`src/sdram_defines.svh`:
```
// timing counts and field widths for the sdram command link
`ifndef SDRAM_DEFINES_SVH
`define SDRAM_DEFINES_SVH
`define CLK_PERIOD_NS 8
`define POWERUP_WAIT_NS 100000
`define POWERUP_WAIT_CYC ((`POWERUP_WAIT_NS + `CLK_PERIOD_NS - 1) / `CLK_PERIOD_NS)
`define REFRESH_CYCLE_TIME_NS 70
`define REFRESH_CYCLE_TIME_CYC ((`REFRESH_CYCLE_TIME_NS + `CLK_PERIOD_NS - 1) / `CLK_PERIOD_NS)
`define SELF_REFRESH_EXIT_DELAY_NS 70
`define SELF_REFRESH_EXIT_DELAY_RAW ((`SELF_REFRESH_EXIT_DELAY_NS + `CLK_PERIOD_NS - 1) / `CLK_PERIOD_NS)
`define SELF_REFRESH_EXIT_MIN_CYC 2
`define SELF_REFRESH_EXIT_DELAY_CYC ((`SELF_REFRESH_EXIT_DELAY_RAW > `SELF_REFRESH_EXIT_MIN_CYC) ? `SELF_REFRESH_EXIT_DELAY_RAW : `SELF_REFRESH_EXIT_MIN_CYC)
`define WRITE_RECOVERY_CYC 2
`define PRECHARGE_PERIOD_NS 20
`define PRECHARGE_PERIOD_CYC ((`PRECHARGE_PERIOD_NS + `CLK_PERIOD_NS - 1) / `CLK_PERIOD_NS)
`define ROW_INTERVAL_NS 15600
`define ROW_INTERVAL_CYC (`ROW_INTERVAL_NS / `CLK_PERIOD_NS)
`define SELF_REFRESH_MIN_NS 64000
`define SELF_REFRESH_MIN_CYC ((`SELF_REFRESH_MIN_NS + `CLK_PERIOD_NS - 1) / `CLK_PERIOD_NS)
`define WAKE_REFRESH_COUNT 2
`define COL_BITS 8
`define DATA_BITS 32
`define ADDR_BITS 12
`endif

```
`src/sdram_pkg.sv`:
```
// types shared by both ends of the sdram command link
`default_nettype none
package sdram_pkg;
   // command encoding {cs_n, ras_n, cas_n, we_n}
   typedef enum logic [3:0] {
      CMD_INHIBIT = 4'h8,
      CMD_NOP = 4'h7,
      CMD_ACTIVE = 4'h3,
      CMD_READ = 4'h5,
      CMD_WRITE = 4'h4,
      CMD_BURST_STOP = 4'h6,
      CMD_PRECHARGE = 4'h2,
      CMD_REFRESH = 4'h1,
      CMD_LOAD_MODE = 4'h0
   } cmd_t;
endpackage
`default_nettype wire

```
`src/sdram_link_if.sv`:
```
// command link between memory controller and sdram
`timescale 1ns/10ps
`default_nettype none
interface sdram_link_if;
   logic cke;
   logic [3:0] cmd;
   logic [1:0] bank;
   logic [11:0] addr;
   logic [31:0] dq_ctl_out;
   logic dq_ctl_oe;
   logic [31:0] dq_mem_out;
   logic dq_mem_oe;
   logic [31:0] dq;
   // resolved data wire level
   assign dq = dq_mem_oe ? dq_mem_out : (dq_ctl_oe ? dq_ctl_out : 32'h0);
   modport ctl (output cke, cmd, bank, addr, dq_ctl_out, dq_ctl_oe, input dq_mem_out, dq_mem_oe);
   modport mem (input cke, cmd, bank, addr, dq_ctl_out, dq_ctl_oe, output dq_mem_out, dq_mem_oe);
endinterface
`default_nettype wire

```
`src/sdram_ctl_end.sv`:
```
// memory controller end: init, refresh, self refresh and access sequencing
//
// Contract
// RULE_01: clock stays constant during accesses; cke throttles
// RULE_02: only nop during refresh cycle time
// RULE_03: self refresh exit delay at least two clocks
// RULE_04: no self refresh reentry before full refresh
// RULE_05: early reentry only after 64us stay, paired refreshes
// RULE_06: self refresh has no maximum duration
// RULE_07: automotive parts lack self refresh
// RULE_08: write recovery before every precharge
// RULE_09: two clocks write recovery above 100 MHz
// RULE_10: mode load before or after init refreshes
// RULE_11: device outputs high-z after init command
// RULE_12: refresh continues during power-down
// RULE_13: column ignores A8, A9, A11
// RULE_14: full-page burst leaves row open
// RULE_15: 100us wait then two refreshes
// RULE_16: exit delay at least 70 ns
// RULE_17: waits are rounded-up counts issuing nop
// RULE_18: refresh request counter keeps average rate
`timescale 1ns/10ps
`default_nettype none
`include "sdram_defines.svh"
module sdram_ctl_end import sdram_pkg::*; #(
   parameter int POWERUP_WAIT_CYC = `POWERUP_WAIT_CYC,
   parameter int ROW_INTERVAL_CYC = `ROW_INTERVAL_CYC,
   parameter int SELF_REFRESH_MIN_CYC = `SELF_REFRESH_MIN_CYC
) (
   // clock and reset
   input wire logic sys_clk,
   input wire logic sys_rst,
   // user requests
   input wire logic req_valid,
   input wire logic req_write,
   input wire logic [1:0] req_bank,
   input wire logic [11:0] req_row,
   input wire logic [7:0] req_col,
   input wire logic [31:0] req_wdata,
   input wire logic sleep_req,
   input wire logic power_down_req,
   // user answers
   output logic req_ready,
   output logic rd_valid,
   output logic [31:0] rd_data,
   output logic init_done,
   // link
   sdram_link_if.ctl link
);
   // this controller targets parts that support self refresh
   localparam bit AUTOMOTIVE = 1'b0;
   typedef enum logic [9:0] {
      ST_POWERUP = 10'h001,
      ST_INIT_REF = 10'h002,
      ST_LOAD_MODE = 10'h004,
      ST_IDLE = 10'h008,
      ST_REFRESH = 10'h010,
      ST_ACT = 10'h020,
      ST_RW = 10'h040,
      ST_RECOVER = 10'h080,
      ST_SELF = 10'h100,
      ST_EXIT = 10'h200
   } state_t;
   typedef struct packed {
      state_t st;
      logic [16:0] wait_cnt;
      logic [1:0] wake_cnt;
      logic [3:0] ref_owed;
      logic [11:0] ref_tmr;
      logic [12:0] since_exit;
      logic [14:0] self_stay;
      logic reenter_ok;
      logic cke;
      logic [3:0] cmd;
      logic [1:0] bank;
      logic [11:0] addr;
      logic [31:0] wdata;
      logic doe;
      logic wr;
      logic ready;
      logic [2:0] rd_pipe;
      logic rvalid;
      logic [31:0] rdata;
      logic done;
   } ctl_st_t;
   ctl_st_t s_q, s_d;

   // ------------------------------------------------------------
   // sequencer
   // ------------------------------------------------------------
   always_comb begin
      s_d = s_q;
      s_d.cmd = CMD_NOP; // every wait issues nop [RULE_17]
      s_d.doe = 1'b0;
      s_d.ready = 1'b0;
      s_d.rvalid = s_q.rd_pipe[2];
      s_d.rd_pipe = {s_q.rd_pipe[1:0], 1'b0};
      if (s_q.rd_pipe[2]) begin
         s_d.rdata = link.dq_mem_out;
      end
      // refresh owed counter runs in every state but ST_SELF, power-down too [RULE_18] [RULE_12]
      if (s_q.ref_tmr == 12'(ROW_INTERVAL_CYC - 1)) begin
         s_d.ref_tmr = 12'h0;
         if (s_q.st != ST_SELF && s_q.ref_owed != 4'hf) begin
            s_d.ref_owed = s_q.ref_owed + 4'h1;
         end
      end else begin
         s_d.ref_tmr = s_q.ref_tmr + 12'h1;
      end
      if (s_q.wait_cnt != 17'h0) begin
         s_d.wait_cnt = s_q.wait_cnt - 17'h1;
      end
      if (s_q.since_exit != 13'h1fff && s_q.st != ST_SELF) begin
         s_d.since_exit = s_q.since_exit + 13'h1;
      end
      case (s_q.st)
         ST_POWERUP: begin
            if (s_q.wait_cnt == 17'h0) begin // 100us pause [RULE_15]
               s_d.st = ST_INIT_REF;
               s_d.wake_cnt = 2'(`WAKE_REFRESH_COUNT);
            end
         end
         ST_INIT_REF: begin
            if (s_q.wait_cnt == 17'h0) begin
               if (s_q.wake_cnt == 2'h0) begin
                  s_d.st = ST_LOAD_MODE; // mode load after refreshes [RULE_10]
               end else begin
                  s_d.cmd = CMD_REFRESH; // two wake refreshes [RULE_15]
                  s_d.wake_cnt = s_q.wake_cnt - 2'h1;
                  s_d.wait_cnt = 17'(`REFRESH_CYCLE_TIME_CYC); // [RULE_02]
               end
            end
         end
         ST_LOAD_MODE: begin
            s_d.cmd = CMD_LOAD_MODE;
            s_d.addr = 12'h027; // full page, latency 2, sequential
            s_d.wait_cnt = 17'h2;
            s_d.done = 1'b1;
            s_d.ref_owed = 4'h0;
            s_d.st = ST_IDLE;
         end
         ST_IDLE: begin
            s_d.cke = !power_down_req || s_q.ref_owed != 4'h0; // wake to refresh [RULE_12]
            if (s_q.wait_cnt != 17'h0 || !s_q.cke) begin
               s_d.st = ST_IDLE;
            end else if (s_q.ref_owed != 4'h0) begin
               s_d.cmd = CMD_REFRESH; // refresh wins over accesses [RULE_18]
               s_d.ref_owed = s_d.ref_owed - 4'h1;
               s_d.wait_cnt = 17'(`REFRESH_CYCLE_TIME_CYC); // nop only [RULE_02]
               if (s_q.since_exit >= 13'(2 * ROW_INTERVAL_CYC / 1024)) begin
                  s_d.reenter_ok = 1'b1;
               end
            end else if (sleep_req && s_q.reenter_ok && !AUTOMOTIVE) begin
               s_d.cmd = CMD_REFRESH; // self refresh entry, not on automotive [RULE_07] [RULE_04]
               s_d.cke = 1'b0;
               s_d.self_stay = 15'h0;
               s_d.st = ST_SELF;
            end else if (req_valid) begin
               s_d.ready = 1'b1;
               s_d.cmd = CMD_ACTIVE;
               s_d.bank = req_bank;
               s_d.addr = req_row;
               s_d.wr = req_write;
               s_d.wdata = req_wdata;
               s_d.wait_cnt = 17'(`PRECHARGE_PERIOD_CYC);
               s_d.since_exit = {5'h0, req_col};
               s_d.st = ST_ACT;
            end
         end
         ST_ACT: begin
            // fixed clock through the access, cke only [RULE_01]
            if (s_q.wait_cnt == 17'h0) begin
               s_d.cmd = s_q.wr ? CMD_WRITE : CMD_READ;
               s_d.addr = {4'h0, s_q.since_exit[7:0]}; // A8, A9, A11 low [RULE_13]
               s_d.doe = s_q.wr;
               s_d.rd_pipe[0] = !s_q.wr;
               s_d.since_exit = 13'h1fff;
               s_d.st = ST_RW;
            end
         end
         ST_RW: begin
            // full-page burst ended by burst stop, row left open [RULE_14]
            s_d.cmd = CMD_BURST_STOP;
            s_d.wait_cnt = 17'(`WRITE_RECOVERY_CYC); // two clocks at 125 MHz [RULE_08] [RULE_09]
            s_d.st = ST_RECOVER;
         end
         ST_RECOVER: begin
            if (s_q.wait_cnt == 17'h0) begin
               s_d.cmd = CMD_PRECHARGE;
               s_d.addr = 12'h400;
               s_d.wait_cnt = 17'(`PRECHARGE_PERIOD_CYC);
               s_d.st = ST_IDLE;
            end
         end
         ST_SELF: begin
            if (s_q.self_stay != 15'h7fff) begin
               s_d.self_stay = s_q.self_stay + 15'h1;
            end
            if (!sleep_req) begin
               s_d.cke = 1'b1;
               // early reentry needs 64us stay [RULE_05]
               s_d.reenter_ok = s_q.self_stay >= 15'(SELF_REFRESH_MIN_CYC);
               s_d.since_exit = 13'h0;
               s_d.ref_owed = 4'h0;
               s_d.wait_cnt = 17'(`SELF_REFRESH_EXIT_DELAY_CYC); // [RULE_03] [RULE_16]
               s_d.st = ST_EXIT;
            end
         end
         ST_EXIT: begin
            if (s_q.wait_cnt == 17'h0) begin
               s_d.st = ST_IDLE;
            end
         end
         default: begin
            s_d.st = ST_POWERUP;
         end
      endcase
   end

   // state register
   always_ff @(posedge sys_clk) begin
      if (sys_rst) begin
         s_q <= '0;
         s_q.st <= ST_POWERUP;
         s_q.wait_cnt <= 17'(POWERUP_WAIT_CYC);
         s_q.cke <= 1'b1;
         s_q.cmd <= CMD_NOP;
         s_q.reenter_ok <= 1'b1;
      end else begin
         s_q <= s_d;
      end
   end

   assign link.cke = s_q.cke;
   assign link.cmd = s_q.cmd;
   assign link.bank = s_q.bank;
   assign link.addr = s_q.addr;
   assign link.dq_ctl_out = s_q.wdata;
   assign link.dq_ctl_oe = s_q.doe;
   assign req_ready = s_q.ready;
   assign rd_valid = s_q.rvalid;
   assign rd_data = s_q.rdata;
   assign init_done = s_q.done;
endmodule
`default_nettype wire

```
`src/flat_wrapper.sv`:
```
// flat-port wrapper written by rule: the top's interface ports become plain ports
module sdram_ctl_end_flat import sdram_pkg::*;
#(
   parameter int POWERUP_WAIT_CYC = `POWERUP_WAIT_CYC,
   parameter int ROW_INTERVAL_CYC = `ROW_INTERVAL_CYC,
   parameter int SELF_REFRESH_MIN_CYC = `SELF_REFRESH_MIN_CYC
)
  (sys_clk, sys_rst, req_valid, req_write, req_bank, req_row, req_col, req_wdata, sleep_req, power_down_req, req_ready, rd_valid, rd_data, init_done, link_cke, link_cmd, link_bank, link_addr, link_dq_ctl_out, link_dq_ctl_oe, link_dq_mem_out, link_dq_mem_oe);
  sdram_link_if link_i ();
  input wire logic sys_clk;
  input wire logic sys_rst;
  input wire logic req_valid;
  input wire logic req_write;
  input wire logic [1:0] req_bank;
  input wire logic [11:0] req_row;
  input wire logic [7:0] req_col;
  input wire logic [31:0] req_wdata;
  input wire logic sleep_req;
  input wire logic power_down_req;
  output logic req_ready;
  output logic rd_valid;
  output logic [31:0] rd_data;
  output logic init_done;
  output wire logic [$bits(link_i.cke)-1:0] link_cke;
  output wire logic [$bits(link_i.cmd)-1:0] link_cmd;
  output wire logic [$bits(link_i.bank)-1:0] link_bank;
  output wire logic [$bits(link_i.addr)-1:0] link_addr;
  output wire logic [$bits(link_i.dq_ctl_out)-1:0] link_dq_ctl_out;
  output wire logic [$bits(link_i.dq_ctl_oe)-1:0] link_dq_ctl_oe;
  input wire logic [$bits(link_i.dq_mem_out)-1:0] link_dq_mem_out;
  input wire logic [$bits(link_i.dq_mem_oe)-1:0] link_dq_mem_oe;
  assign link_cke = link_i.cke;
  assign link_cmd = link_i.cmd;
  assign link_bank = link_i.bank;
  assign link_addr = link_i.addr;
  assign link_dq_ctl_out = link_i.dq_ctl_out;
  assign link_dq_ctl_oe = link_i.dq_ctl_oe;
  assign link_i.dq_mem_out = link_dq_mem_out;
  assign link_i.dq_mem_oe = link_dq_mem_oe;
  sdram_ctl_end #(.POWERUP_WAIT_CYC(POWERUP_WAIT_CYC), .ROW_INTERVAL_CYC(ROW_INTERVAL_CYC), .SELF_REFRESH_MIN_CYC(SELF_REFRESH_MIN_CYC)) u_core (.sys_clk(sys_clk), .sys_rst(sys_rst), .req_valid(req_valid), .req_write(req_write), .req_bank(req_bank), .req_row(req_row), .req_col(req_col), .req_wdata(req_wdata), .sleep_req(sleep_req), .power_down_req(power_down_req), .req_ready(req_ready), .rd_valid(rd_valid), .rd_data(rd_data), .init_done(init_done), .link(link_i));
endmodule
```
`config.mk`:
```
export PLATFORM = sky130hd
export DESIGN_NAME = sdram_ctl_end_flat
export DESIGN_NICKNAME = d
export VERILOG_FILES = /design/src/sdram_pkg.sv /design/src/sdram_link_if.sv /design/src/sdram_ctl_end.sv /design/src/flat_wrapper.sv
export VERILOG_INCLUDE_DIRS = /design/src
export SDC_FILE = /design/constraint.sdc
export NUM_CORES = 1
export LEC_CHECK = 0
export BUFFER_PORTS_ARGS = -buffer_cell sky130_fd_sc_hd__buf_2
export CORE_MARGIN = 2
export CORE_UTILIZATION = 59
export CTS_CLUSTER_DIAMETER = 60
export DETAILED_ROUTE_END_ITERATION = 16
export GPL_TIMING_DRIVEN = 0
export PLACE_DENSITY = 0.84
export SYNTH_ARGS = -nofsm -noshare
export SYNTH_HDL_FRONTEND = slang
export SYNTH_SLANG_ARGS = --single-unit
export TNS_END_PERCENT = 20
```
`constraint.sdc`:
```
create_clock -name sys_clk -period 4.3 [get_ports sys_clk]
set_input_delay 0.86 -clock sys_clk [delete_from_list [all_inputs] [get_ports sys_clk]]
set_output_delay 0.86 -clock sys_clk [all_outputs]
set_load 0.05 [all_outputs]
```
Yosys cells after proc, flatten, opt, wreduce, memory -nomap -nowiden
Cells that the tools add are included.
Widths: inputs -> output; s select.
Operators by class
  reduce and logical (&&, ||, !) cells: 26
  $lt $le $gt $ge: 2
  add/subtract/negate cells: 7
  mux-type cells: 57
  eq/ne operators: 32
  bitwise operators: 6
Operators by type and width (number)
  $mux 46: 2
  $pmux 10 s9: 1
  $pmux 17 s5: 1
  $mux 27: 3
  $mux 80: 1
  $mux 10: 7
  $mux 17: 4
  $mux 13: 5
  $mux 49: 1
  $pmux 12 s4: 1
  $pmux 13 s3: 1
  $mux 4: 9
  $pmux 17 s2: 1
  $mux 15: 2
  $mux 29: 1
  $mux 28: 1
  $mux 12: 2
  $pmux 4 s6: 1
  $ne 2x1->1 const B: 10
  $mux 19: 1
  $logic_not 17->1: 1
  $reduce_bool 17->1: 1
  $sub 17x1->17 const B: 1
  $add 15x1->15 const B: 1
  other kinds (44): 71
Word-level totals
  output and inout bits: 87
  register bits: 165

Depth between registers and ports, before layout
  depth in word-level cells: 8
  gate-level depth with buffers: 12
  mapped depth without buffers: 10

Worst setup path before layout
OpenSTA, ideal clock, no wires.
  path type: reg-to-reg
  from: register u_core.s_q[138] (netlist bit)
  to: register u_core.s_q[138] (netlist bit)
  buffers on the path: 2
  setup slack: 1.750 ns
  library setup time: 0.074 ns
  stages on the path, launching flop included: 13
  arrival: 2.476 ns
  cells stage by stage: dfxtp_1 > inv_1 > ha_1 > nor4b_2 > nand3_1 > nor2_1 > inv_1 > clkbuf_1 > clkbuf_1 > ha_1 > nor3_1 > a211o_1 > a31oi_1
On the way
  cells in the longest elaborated chain, start to end: 7
Ends and longest elaborated chain
  start: declaration: line sdram_ctl_end.sv:86  | ctl_st_t s_q, s_d;
  $sub 17x1->17 or $reduce_bool 17->1 (tied branches): line sdram_ctl_end.sv:111, sdram_ctl_end.sv:110, sdram_ctl_end.sv:144
  $mux 17: line sdram_ctl_end.sv:110  | if (s_q.wait_cnt != 17'h0) begin
  $mux 27: line sdram_ctl_end.sv:158  | end else if (req_valid) begin
  $mux 17: line sdram_ctl_end.sv:153  | end else if (sleep_req && s_q.reenter_ok && !AUTOMOTIVE) begin
  $mux 17: line sdram_ctl_end.sv:146  | end else if (s_q.ref_owed != 4'h0) begin
  $mux 17: line sdram_ctl_end.sv:144  | if (s_q.wait_cnt != 17'h0 || !s_q.cke) begin
  $pmux 17 s5 (*): line sdram_ctl_end.sv:116  | case (s_q.st)
Every way passes the cells marked *; elsewhere a longest branch is shown, timed or not. The select of a mux whose other input is x is not followed.
A chain may end at the register's enable or synchronous reset.

Final worst setup path
Ends and elaborated chain as after synthesis.

==> results.json <==
{
  "yosysMostFrequentCell": "dfxtp_1",
  "tns_ns": 0,
  "end_kind": "flop",
  "max_freq_mhz": 302,
  "dr.pass1.iters": 6,
  "synth_top_area_cell": "dfxtp_1",
  "detail-route-antenna-nets": 0,
  "area_growth_pct": 20.8,
  "synthTopCellsByArea": "dfxtp_1, buf_4, nor2_1",
  "hold_buffers": 0,
  "drc": 0,
  "grt_use_total_pct": 28.3,
  "rsz0062_at_grt": "no",
  "cts_tree": "yes",
  "totalWireLength_um": 20800,
  "holdPathStages": 1,
  "path_class": "flop to flop",
  "crit_required_ns": 4.65,
  "seq_area_frac_synth_pct": 40.4,
  "antenna_found_initial": 1,
  "async_flop_share_pct": 0,
  "io_pins": 180,
  "peakVddDrop_uv": 262,
  "grt_pass1_vias": 7225,
  "synth_top_area_share_pct": 40.4,
  "grt_max_degree": 17,
  "row_count": 42,
  "clock_sinks": 163,
  "via_per_inst": 5.55,
  "die_area_mm2": 0.0146,
  "synth_warnings": 0,
  "post-cts-setup-buffers": 0,
  "fin_crit_ns": 3.31,
  "gr-total-overflow": 0,
  "worstReg2RegStart": "u_core.s_q[138]$_SDFF_PP0_",
  "r2r_cells": 12,
  "clk_latency_ns": 0.43,
  "place.gp.congestion": 1.02,
  "cts.repair.resized": 0,
  "start_util_pct": 60.7,
  "crit_arrival_ns": 3.66,
  "hold_path_end": "u_core.s_d[33]$_SDFF_PP0_",
  "ys_top_cells_by_count": "dfxtp_1, nor2_1, nand2_1",
  "critPathMaxFanout": 10,
  "worstHoldStart": "u_core.s_d[36]$_SDFF_PP0_",
  "syn_area_mm2": 0.00807,
  "ys_types": 74,
  "nets": 1264,
  "setup_viol": 0,
  "outcome": "completed",
  "cp-start-kind": "flop",
  "hpwl_um": 14700,
  "reg2reg_slack_ns": 0.99,
  "synth_nets": 1069,
  "slew_violations": 0,
  "synth_edf_count": 0,
  "avgSynthCellArea_um2": 8.37,
  "io_buffer_count": 176,
  "finClkSkew_ns": 0.0152,
  "synth_ff_type": "dfxtp_1",
  "via_count": 7491,
  "power_density_mw_per_mm2": 342,
  "cts_max_level": 4,
  "finalCritPeriodShare_pct": 77.0,
  "cts_buffers": 17,
  "synthCells": 965,
  "clk_pin_slew_ns": 0.07,
  "die_w_um": 121,
  "power.total_mw": 3.34,
  "relSlewSlack_pct": 32.8,
  "core_area_mm2": 0.0133,
  "cellLeakagePower_nw": 4.00,
  "wire_per_inst_um": 15.4,
  "hold_path.class": "flop to flop",
  "yosys_register_bits": 163,
  "clock_path_buffers": 2,
  "reg2reg_to": "u_core.s_q[138]$_SDFF_PP0_",
  "drive_gt1_share_pct": 27.8,
  "max_slew.worst_pin.slew_ns": 1.00,
  "grt_pass1_wl_um": 33400,
  "die_h_um": 121,
  "maxCapViolations": 0,
  "hold_viol_final": 0,
  "drt_iter0_drc": 708,
  "clockRootBuffer": "clkbuf_16"
}
[worst max-delay path by stage]
stage,to,startpoint,slack (ns),cells past startpoint
finish,u_core.s_q[138]$_SDFF_PP0_,u_core.s_q[138]$_SDFF_PP0_,0.99,12
global route,u_core.s_q[138]$_SDFF_PP0_,u_core.s_q[138]$_SDFF_PP0_,0.70,12
CTS,u_core.s_q[138]$_SDFF_PP0_,u_core.s_q[138]$_SDFF_PP0_,1.12,12
detailed placement,u_core.s_q[138]$_SDFF_PP0_,u_core.s_q[138]$_SDFF_PP0_,1.15,12
global placement,u_core.s_q[138]$_SDFF_PP0_,u_core.s_q[138]$_SDFF_PP0_,1.16,12
floorplan,u_core.s_q[138]$_SDFF_PP0_,u_core.s_q[138]$_SDFF_PP0_,1.75,12
[critical path, stage by stage, from the launching register on]
cell and delay (ns):
dfxtp_1 0.36, inv_1 0.10, ha_1 0.16, nor4b_2 0.43, nand3_1 0.24, nor2_1 0.40
inv_1 0.12, clkbuf_1 0.25, clkbuf_1 0.32, ha_1 0.38, nor3_1 0.05, a211o_1 0.24
a31oi_1 0.18
[sequential cells by signal, indices dropped and copies added (netlist names)]
signal	count
u_core.s_q	74
u_core.link.cke	1
u_core.link.dq_ctl_oe	1
u_core.init_done	1
u_core.rd_data	32
u_core.rd_valid	1
u_core.s_d	3
u_core.link.cmd	3
u_core.link.bank	2
u_core.link.dq_ctl_out	32
u_core.req_ready	1
u_core.link.addr	12
[power by group]
| part | switching, mW | total [mW] | internal, mW |
|---|---|---|---|
| registers | 0.0245 | 1.56 | 1.53 |
| logic | 0.166 | 0.285 | 0.119 |
| clock network | 0.625 | 1.49 | 0.867 |
| total | 0.815 | 3.34 | 2.52 |
[cell type report]
cell class	count	area, µm²
antenna	1	2.50
buffer	135	847
clock buffer	19	443
clock inverter	12	133
fill	1052	3540
inverter	22	82.6
multi-input combinational	645	3880
sequential	163	3260
tap	176	220
timing repair buffer	176	881
[cells by family after synthesis]
family	share of synthesized area, %
simple gates	21.7
other cells	0.0464
xor+xnor	4.99
mux	5.44
fa+ha+maj	1.70
flops	40.4
compound gates	14.2
buf+inv	11.5
[placed cells by master, fill, tap and decap left out, types with 17 or more instances in the layout]
cell type	n
buf_2	184
inv_1	22
nand3_1	29
clkbuf_16	17
nand2_1	108
xor2_1	25
mux2i_1	36
buf_4	82
nor3_1	30
o21ai_0	23
dfxtp_1	163
nor2_1	109
nand4_1	21
a21oi_1	69
xnor2_1	21
clkbuf_1	42
[layer usage]
layer | up-vias | global-route usage (%) | part of all wire, %
met5 | - | 0 | 0
met4 | 0 | 11.0 | 3.2
met3 | 71 | 8.13 | 7.4
met2 | 300 | 46.4 | 47
met1 | 3434 | 35.1 | 42
li1 | 3686 | - | -
[through the flow]
stage               worst slack (ns)  area (µm²)  util, %  std cells  hold WS (ns)
floorplan                       1.75        8070        -        965         0.414
global placement                1.16        9180     69.0       1317         0.424
detailed placement              1.15        9180     69.0       1317         0.423
CTS                             1.12        9750     73.3       1348         0.435
global route                   0.695        9750     73.4       1349         0.473
finish                         0.991        9750     73.4       1349         0.439
Power figures use the tool's default switching activity.
